`src/pkg/pso_map.svh`:
```
`ifndef PSO_MAP_SVH
`define PSO_MAP_SVH

// Register byte offsets
`define PSO_OFF_FUNC 8'h10
`define PSO_OFF_DIR 8'h14
`define PSO_OFF_LATCH 8'h18
`define PSO_OFF_SET 8'h1c
`define PSO_OFF_CLR 8'h20
`define PSO_OFF_LEVEL 8'h24
`define PSO_OFF_STAT 8'h28

// Reset value of every register
`define PSO_RST_ZERO 32'h0000_0000

// Implemented bit groups of the alias and latch words
`define PSO_CTRL_MASK 32'hfe00_0000
`define PSO_LO_MASK 32'h0000_00ff
`define PSO_HI_MASK 32'h0000_ff00

// Status register field: reserved-bit write seen
`define PSO_STAT_RSVD 0
`define PSO_STAT_MASK 32'h0000_0001

// Data pin counts of the two variants
`define PSO_PINS_SMALL 8
`define PSO_PINS_LARGE 16
`endif

```
`src/pkg/pso_pkg.sv`:
```
package pso_pkg;

  // One register bus request, as the master presents it
  typedef struct packed {
    logic [7:0] addr;
    logic [31:0] wdata;
    logic wr;
    logic rd;
  } pso_req_t;

  // Register selected by a decoded address
  typedef enum logic [2:0] {
    PSO_SEL_NONE,
    PSO_SEL_FUNC,
    PSO_SEL_DIR,
    PSO_SEL_LATCH,
    PSO_SEL_SET,
    PSO_SEL_CLR,
    PSO_SEL_LEVEL,
    PSO_SEL_STAT
  } pso_sel_t;

  // Per-bit latch update command
  typedef struct packed {
    logic load;
    logic set;
    logic clr;
  } pso_bit_cmd_t;

endpackage

```
`src/hw/pso_pin_bit.sv`:
```
`include "pso_map.svh"
module pso_pin_bit
  import pso_pkg::*;
(
  input wire logic clk,
  input wire logic rst_n,
  input pso_bit_cmd_t cmd,
  input wire logic wdata_bit,
  input wire logic func_bit,
  input wire logic dir_bit,
  output logic latch_q,
  output logic pin_out,
  output logic pin_oe_n
);

  logic latch_d;

  // Next latch value: only a written one acts on set or clear
  always_comb begin
    latch_d = latch_q;
    if (cmd.load) begin
      latch_d = wdata_bit;
    end else if (cmd.set && wdata_bit) begin
      latch_d = 1'b1;
    end else if (cmd.clr && wdata_bit) begin
      latch_d = 1'b0;
    end
  end

  // Latch flop, zero after reset
  always_ff @(posedge clk or negedge rst_n) begin
    if (!rst_n) begin
      latch_q <= 1'b0;
    end else begin
      latch_q <= latch_d;
    end
  end

  // Pad drive: latch reaches the pin only as general-purpose output
  assign pin_out = latch_q;
  assign pin_oe_n = ~(func_bit & dir_bit);

endmodule

```
`src/hw/pso_regbus.sv`:
```
`include "pso_map.svh"
module pso_regbus
  import pso_pkg::*;
(
  input wire logic clk,
  input wire logic rst_n,
  input pso_req_t req,
  input wire logic [31:0] rd_value,
  output pso_sel_t sel,
  output logic wr_en,
  output logic rd_en,
  output logic [31:0] rdata_q
);

  logic [31:0] rdata_d;

  // Address decode; unmapped offsets select nothing
  always_comb begin
    unique case (req.addr)
      `PSO_OFF_FUNC: sel = PSO_SEL_FUNC;
      `PSO_OFF_DIR: sel = PSO_SEL_DIR;
      `PSO_OFF_LATCH: sel = PSO_SEL_LATCH;
      `PSO_OFF_SET: sel = PSO_SEL_SET;
      `PSO_OFF_CLR: sel = PSO_SEL_CLR;
      `PSO_OFF_LEVEL: sel = PSO_SEL_LEVEL;
      `PSO_OFF_STAT: sel = PSO_SEL_STAT;
      default: sel = PSO_SEL_NONE;
    endcase
  end

  // Strobes qualified by a mapped address
  assign wr_en = req.wr && (sel != PSO_SEL_NONE);
  assign rd_en = req.rd && (sel != PSO_SEL_NONE);

  // Read data stands only in the cycle after the read strobe
  always_comb begin
    rdata_d = `PSO_RST_ZERO;
    if (rd_en) begin
      rdata_d = rd_value;
    end
  end

  always_ff @(posedge clk or negedge rst_n) begin
    if (!rst_n) begin
      rdata_q <= `PSO_RST_ZERO;
    end else begin
      rdata_q <= rdata_d;
    end
  end

endmodule

```
`src/hw/pso_top.sv`:
```
// The implementer's own choice: the plain strobed port.
`include "pso_map.svh"
module pso_top
  import pso_pkg::*;
#(
  parameter int DATA_PINS = `PSO_PINS_LARGE
) (
  input wire logic REF_CLK,
  input wire logic RST_N,
  input wire logic [7:0] REG_ADDR,
  input wire logic [31:0] REG_WDATA,
  input wire logic REG_WR,
  input wire logic REG_RD,
  output logic [31:0] REG_RDATA,
  input wire logic [31:0] PIN_IN,
  output logic [31:0] PIN_OUT,
  output logic [31:0] PIN_OE_N
);

  // Only the two documented variants can be served
  if (DATA_PINS != `PSO_PINS_SMALL && DATA_PINS != `PSO_PINS_LARGE) begin
    $error("pso_top: DATA_PINS must be 8 or 16");
  end

  // Bits that exist on this variant; the rest behave as reserved
  localparam logic [31:0] HI_PART =
    (DATA_PINS == `PSO_PINS_LARGE) ? `PSO_HI_MASK : `PSO_RST_ZERO;
  localparam logic [31:0] IMPL_MASK =
    `PSO_CTRL_MASK | `PSO_LO_MASK | HI_PART;

  pso_req_t req;
  pso_sel_t sel;
  logic wr_en;
  logic rd_en;
  logic [31:0] rd_value;
  logic [31:0] wdata_impl;
  logic rsvd_hit;

  logic [31:0] func_q;
  logic [31:0] func_d;
  logic [31:0] dir_q;
  logic [31:0] dir_d;
  logic [31:0] level_q;
  logic [31:0] level_d;
  logic rsvd_seen_q;
  logic rsvd_seen_d;

  logic [31:0] latch_vec;
  pso_bit_cmd_t bit_cmd;

  // Gather the bus signals into one request
  assign req.addr = REG_ADDR;
  assign req.wdata = REG_WDATA;
  assign req.wr = REG_WR;
  assign req.rd = REG_RD;

  // Decode and read-data register
  pso_regbus u_regbus (
    .clk(REF_CLK),
    .rst_n(RST_N),
    .req(req),
    .rd_value(rd_value),
    .sel(sel),
    .wr_en(wr_en),
    .rd_en(rd_en),
    .rdata_q(REG_RDATA)
  );

  // Reserved and absent bits are stripped before the function, direction and latch state sees them
  assign wdata_impl = req.wdata & IMPL_MASK;

  // Alias and latch writes of the latch word, one kind per cycle
  always_comb begin
    bit_cmd.load = wr_en && (sel == PSO_SEL_LATCH);
    bit_cmd.set = wr_en && (sel == PSO_SEL_SET);
    bit_cmd.clr = wr_en && (sel == PSO_SEL_CLR);
  end

  // Function select and direction next values
  always_comb begin
    func_d = func_q;
    dir_d = dir_q;
    if (wr_en && sel == PSO_SEL_FUNC) begin
      func_d = wdata_impl;
    end
    if (wr_en && sel == PSO_SEL_DIR) begin
      dir_d = wdata_impl;
    end
  end

  // Function select and direction registers
  always_ff @(posedge REF_CLK or negedge RST_N) begin
    if (!RST_N) begin
      func_q <= `PSO_RST_ZERO;
      dir_q <= `PSO_RST_ZERO;
    end else begin
      func_q <= func_d;
      dir_q <= dir_d;
    end
  end

  // One latch cell per implemented pin; absent pins stay undriven
  for (genvar i = 0; i < 32; i++) begin : g_pin
    if (IMPL_MASK[i]) begin : g_impl
      pso_pin_bit u_bit (
        .clk(REF_CLK),
        .rst_n(RST_N),
        .cmd(bit_cmd),
        .wdata_bit(wdata_impl[i]),
        .func_bit(func_q[i]),
        .dir_bit(dir_q[i]),
        .latch_q(latch_vec[i]),
        .pin_out(PIN_OUT[i]),
        .pin_oe_n(PIN_OE_N[i])
      );
    end else begin : g_absent
      assign latch_vec[i] = 1'b0;
      assign PIN_OUT[i] = 1'b0;
      assign PIN_OE_N[i] = 1'b1;
    end
  end

  // Pin levels, taken as synchronous to the clock
  always_comb begin
    level_d = PIN_IN & IMPL_MASK;
  end

  always_ff @(posedge REF_CLK or negedge RST_N) begin
    if (!RST_N) begin
      level_q <= `PSO_RST_ZERO;
    end else begin
      level_q <= level_d;
    end
  end

  // Flags a write, other than to level or status, carrying ones in reserved or absent bits
  assign rsvd_hit = wr_en && (sel != PSO_SEL_STAT) &&
                    (sel != PSO_SEL_LEVEL) &&
                    ((req.wdata & ~IMPL_MASK) != `PSO_RST_ZERO);

  // Sticky status: a new hit wins over a write-one clear
  always_comb begin
    rsvd_seen_d = rsvd_seen_q;
    if (wr_en && sel == PSO_SEL_STAT &&
        req.wdata[`PSO_STAT_RSVD]) begin
      rsvd_seen_d = 1'b0;
    end
    if (rsvd_hit) begin
      rsvd_seen_d = 1'b1;
    end
  end

  always_ff @(posedge REF_CLK or negedge RST_N) begin
    if (!RST_N) begin
      rsvd_seen_q <= 1'b0;
    end else begin
      rsvd_seen_q <= rsvd_seen_d;
    end
  end

  // Read mux; the aliases read back the latch, reserved bits as zero
  always_comb begin
    rd_value = `PSO_RST_ZERO;
    unique case (sel)
      PSO_SEL_FUNC: rd_value = func_q;
      PSO_SEL_DIR: rd_value = dir_q;
      PSO_SEL_LATCH: rd_value = latch_vec;
      PSO_SEL_SET: rd_value = latch_vec & IMPL_MASK;
      PSO_SEL_CLR: rd_value = latch_vec & IMPL_MASK;
      PSO_SEL_LEVEL: rd_value = level_q;
      PSO_SEL_STAT: begin
        rd_value[`PSO_STAT_RSVD] = rsvd_seen_q;
      end
      PSO_SEL_NONE: rd_value = `PSO_RST_ZERO;
    endcase
  end

endmodule

```
`config.mk`:
```
export PLATFORM = sky130hd
export DESIGN_NAME = pso_top
export DESIGN_NICKNAME = d
export VERILOG_FILES = /design/src/pkg/pso_pkg.sv /design/src/hw/pso_pin_bit.sv /design/src/hw/pso_regbus.sv /design/src/hw/pso_top.sv
export VERILOG_INCLUDE_DIRS = /design/src /design/src/pkg
export SDC_FILE = /design/constraint.sdc
export NUM_CORES = 1
export LEC_CHECK = 0
export BUFFER_PORTS_ARGS = -buffer_cell sky130_fd_sc_hd__buf_2
export CAP_MARGIN = 20
export CORE_MARGIN = 3
export CORE_UTILIZATION = 55
export DETAILED_ROUTE_END_ITERATION = 7
export PLACE_DENSITY = 0.93
export SLEW_MARGIN = 40
export SYNTH_ARGS = -nofsm -noshare
export SYNTH_HDL_FRONTEND = slang
export SYNTH_SLANG_ARGS = --single-unit
```
`constraint.sdc`:
```
create_clock -name REF_CLK -period 2.3 [get_ports REF_CLK]
set_input_delay 0.115 -clock REF_CLK [delete_from_list [all_inputs] [get_ports REF_CLK]]
set_output_delay 0.115 -clock REF_CLK [all_outputs]
set_load 0.01 [all_outputs]
```
==> summary.md <==
| Metric | Value |
|---|---|
| Number of global-route vias before repair | `~4.9k` |
| Top cell types by occurrence after synthesis | `116 x dfrtp_1, 73 x buf_4, 46 x mux2_2` |
| Count of cell types in the netlist | `37` |
| Post-CTS Setup Inserts | `0` |
| Fmax achieved | `~600 MHz` |
| Fraction of synthesis flops using an asynchronous set or reset pin | `between 90% and 100%` |
| Clock transition at path regs | `around 0.06 ns` |
| Worst vdd ir | `~0.5 mV` |
| Standard-cell rows | `35` |
| Maximum number of pins on one net before global-route repair | `59` |
| Global-route wire length before repair | `24.7 mm` |
| Total of hold buffers inserted after clock tree synthesis | `49` |
| Dominant cell by count in the synthesized netlist | `dfrtp_1` |
| Primary FF master, synth | `dfrtp_1` |
| Setup WS post-layout | `0.625 ns` |
| Pre-CTS setup slack | `0.247 ns` |
| H-tree depth reported by CTS | `4` |
| Total Power Consumption | `5.13 mW` |
| Hold depth | `5` |
| Final period demand of the worst path | `around 1.7 ns` |
| Switching share of power | `25.1%` |
| Number of antenna repair diodes | `0` |
| I/O Pins | `about 170` |
| Starting utilization of the core area | `between 50% and 60%` |
| Proportion of netlist area held by the largest area contributor | `52.9%` |
| Final instance area | `between 0.006 and 0.007 sq mm` |
| End of the worst register-to-register path | `u_regbus.rdata_q[0]` |
| Unrepaired setup endpoints after global routing | `false` |
| Register area share after synthesis | `a little over half` |
| Worst reg-to-reg path cell count | `3` |
| Top area cells in the synthesized netlist | `dfrtp_1 53%, buf_4 10%, mux2_2 9.4%` |
| Routed wire per std cell | `about 20 microns` |
| Switching power | `1.29 mW` |
| Cell area after synthesis | `between 0.005 and 0.006 sq mm` |
| Number of detailed-routing iterations run before antenna repair | `7` |
| Vias per inst | `just under 6` |
| Routed WL | `between 15 and 20 mm` |
| Outcome | `complete, no violations` |
| 1st-iter DRT viols | `330` |
| Placed wire-length estimate | `between 9 and 10 mm` |
| R2r startpoint | `g_pin[0].g_impl.u_bit.latch_q` |
| Synthesized area per cell | `~11 sq um` |
| Data required time at the worst endpoint | `approximately 2.7 ns` |
| Total number of nets in the final design | `707` |
| Number of remaining DRC errors | `0` |
| Total overflow reported by the global router | `0` |
| Num Clock Sinks | `116` |
| Horizontal extent of the die | `roughly 110 microns` |
| Slew of the pin with the lowest slew margin | `0.653 ns` |
| Kind of path behind the tightest hold check | `input port to flip-flop` |
| CP max stage cell | `dlygate4sd3_1` |
| Via count | `4465` |
| Total power density per cell area | `between 700 and 800 mW/mm^2` |
| Start-to-end type of the worst setup path | `input port to flip-flop` |
| P_int | `around 3.8 mW` |
| Endpoint type of the worst setup path | `flip-flop` |
| Cells after DPL | `just under 700` |
| Cell chosen for the clock root | `clkbuf_8` |
| Cells traversed along the worst timing path | `dlygate4sd3_1, buf_2, inv_1, nor4_4, nand2b_2, a21oi_1, nor2_1` |
| Hold Vio Cnt, Final | `0` |
| Antenna violations before repair | `0` |
| CTS tree | `done` |
| Worst slew margin relative to its limit | `56.4%` |
| Number of instances resized during post-cts repair | `0` |
| Worst Skew | `about 0.0075 ns` |
| Final standard cell count with taps included and fillers excluded | `a little under 800` |
| Antenna Violating Nets Remaining | `0` |
| Last weighted congestion value of the routability-driven placer | `0.838` |
| Number of warnings issued by yosys | `0` |
| EDFF count, synth | `0` |
| Area Overhead vs Synth | `26.8%` |
| Number of buffers created by CTS | `17` |
| Hold Path End | `u_regbus.rdata_q[0]` |
| Share of layout cells above drive strength 1 | `about 37%` |
| Share of total power in the clock network | `48.3%` |
| Floorplan die height | `roughly 110 microns` |
| Clock latency on the worst-skew pair | `between 0.5 and 0.6 ns` |
| Number of max-cap violations | `0` |
| Die Area | `0.0112 sq mm` |
| Register bit count reported by yosys | `between 100 and 150` |
| Slowest stage delay, CP | `approximately 0.52 ns` |
| Worst setup slack for register-to-register paths | `roughly 1.3 ns` |
| Number of standard cells after synthesis | `~480` |
| Post-synth top area cell | `dfrtp_1` |
| Post-DP Area | `0.00591 sq mm` |
| Fraction of power consumed by combinational cells | `roughly 9%` |
| Leak Pwr | `3.47 nW` |
| Overall global routing resource usage | `approximately 28%` |
| Count of pins over their slew limit | `0` |
| Fraction of power consumed by sequential logic | `a little over two fifths` |
| Sum Neg Setup Slack | `0 ns` |
| Maximum count of clock buffers along a single path | `2` |
| Highest fanout seen on the critical path | `23` |
| Launch point of the worst hold path | `REG_ADDR[0]` |
| Worst path arrival time | `just over 2 ns` |
| Number of setup violations in the final report | `0` |
| Final cycle utilization of the critical path | `~73%` |
| Crit start category | `input port` |
| Input/output buffers | `approximately 140` |
| Area of the core region | `approximately 0.0095 sq mm` |
## worst max-delay path: cells and delay by family
| kind | cells | cell delay (ns) |
|---|---|---|
| AO/OA/AOI/OAI | 1 | 0.30 |
| buffers and inverters | 3 | 0.78 |
| AND/OR/NAND/NOR | 3 | 0.87 |
## cells by family after synthesis
| group | Yosys count | synth area share [%] |
|---|---|---|
| flops | 116 | 52.9 |
| simple gates | 100 | 9.25 |
| buf+inv | 99 | 12.3 |
| compound gates | 98 | 11.8 |
| mux | 69 | 13.6 |
| other cells | 2 | 0.137 |
## per-layer routing
metal / up-vias / global-route usage [%] / wire length (microns)
met2: 330 / 49.1 / 7970
met3: 73 / 6.80 / 1470
met4: 0 / 16.5 / 639
li1: 1926 / - / -
met5: - / 0 / 0
met1: 2136 / 31.7 / 5150
## metrics by stage
step	hold WS [ns]	utilization, %
finish	0.0536	73.6
global placement	0.115	62.5
detailed placement	0.126	62.5
global route	0.0857	73.6
CTS	0.0198	73.6
floorplan	-0.181	-
## area by class of cell
cell class,count,area (sq um)
fillers,613,2490
repair buffers,200,1300
inverters,2,7.51
multi-input cells,294,2030
clock buffers,19,442
well taps,129,161
flip-flops and latches,116,2900
clock inverters,13,121
## cell usage in the layout (no fill, tap or decap), types with 2 or more instances in the layout
cell type      Yosys  layout
nand4_1            2       2
nor2_1            24      24
mux2i_1           23      23
nand2_1           29      29
inv_6              0       4
a21oi_1           23      23
a22oi_1           22      22
nor2b_1            3       3
dlygate4sd3_1      0      49
inv_1              2       2
nor4_1             4       4
buf_4             73      16
nand3_1            4       4
clkbuf_8           0       3
conb_1             2      27
nor3_1             4       2
clkinv_4           0       3
and2_1            22      22
o22ai_1           22      22
clkinv_2           0       3
nor3_2             0       2
a211oi_1          22      22
buf_2             12     134
dfrtp_1          116     116
mux2_2            46      46
nand2b_1           2       2
o21ai_0            2       2
clkbuf_16          0      16
clkinvlp_4         0       2
## how the worst max path moves through the flow
| stage | depth (start not counted) | startpoint | end | slack [ns] |
|---|---|---|---|---|
| after global routing | 7 | REG_WR | g_pin[31].g_impl.u_bit.latch_q | 0.50 |
| after detailed placement | 6 | REG_ADDR[7] | g_pin[31].g_impl.u_bit.latch_q | 0.25 |
| after floorplan | 7 | REG_ADDR[7] | g_pin[31].g_impl.u_bit.latch_q | 0.55 |
| after CTS | 7 | REG_WR | g_pin[31].g_impl.u_bit.latch_q | 0.69 |
| final | 7 | REG_WR | g_pin[31].g_impl.u_bit.latch_q | 0.63 |
| after global placement | 6 | REG_ADDR[7] | g_pin[31].g_impl.u_bit.latch_q | 0.39 |
## sequential cells by signal, indices dropped and copies added, names as in the netlist
| signal | count |
|---|---|
| dir_q | 23 |
| u_regbus.rdata_q | 23 |
| level_q | 23 |
| rsvd_seen_q | 1 |
| func_q | 23 |
| g_pin.g_impl.u_bit.latch_q | 23 |
## power groups by stage
stage	Sequential (mW)	Combinational (mW)	Clock [mW]
after detailed placement	2.22	0.387	0
final	2.19	0.463	2.47
after global placement	2.21	0.367	0
after CTS	2.19	0.457	2.51
after floorplan	2.20	0.263	0
after global routing	2.20	0.504	2.62
No activity file was read; power rests on OpenSTA's default activity.
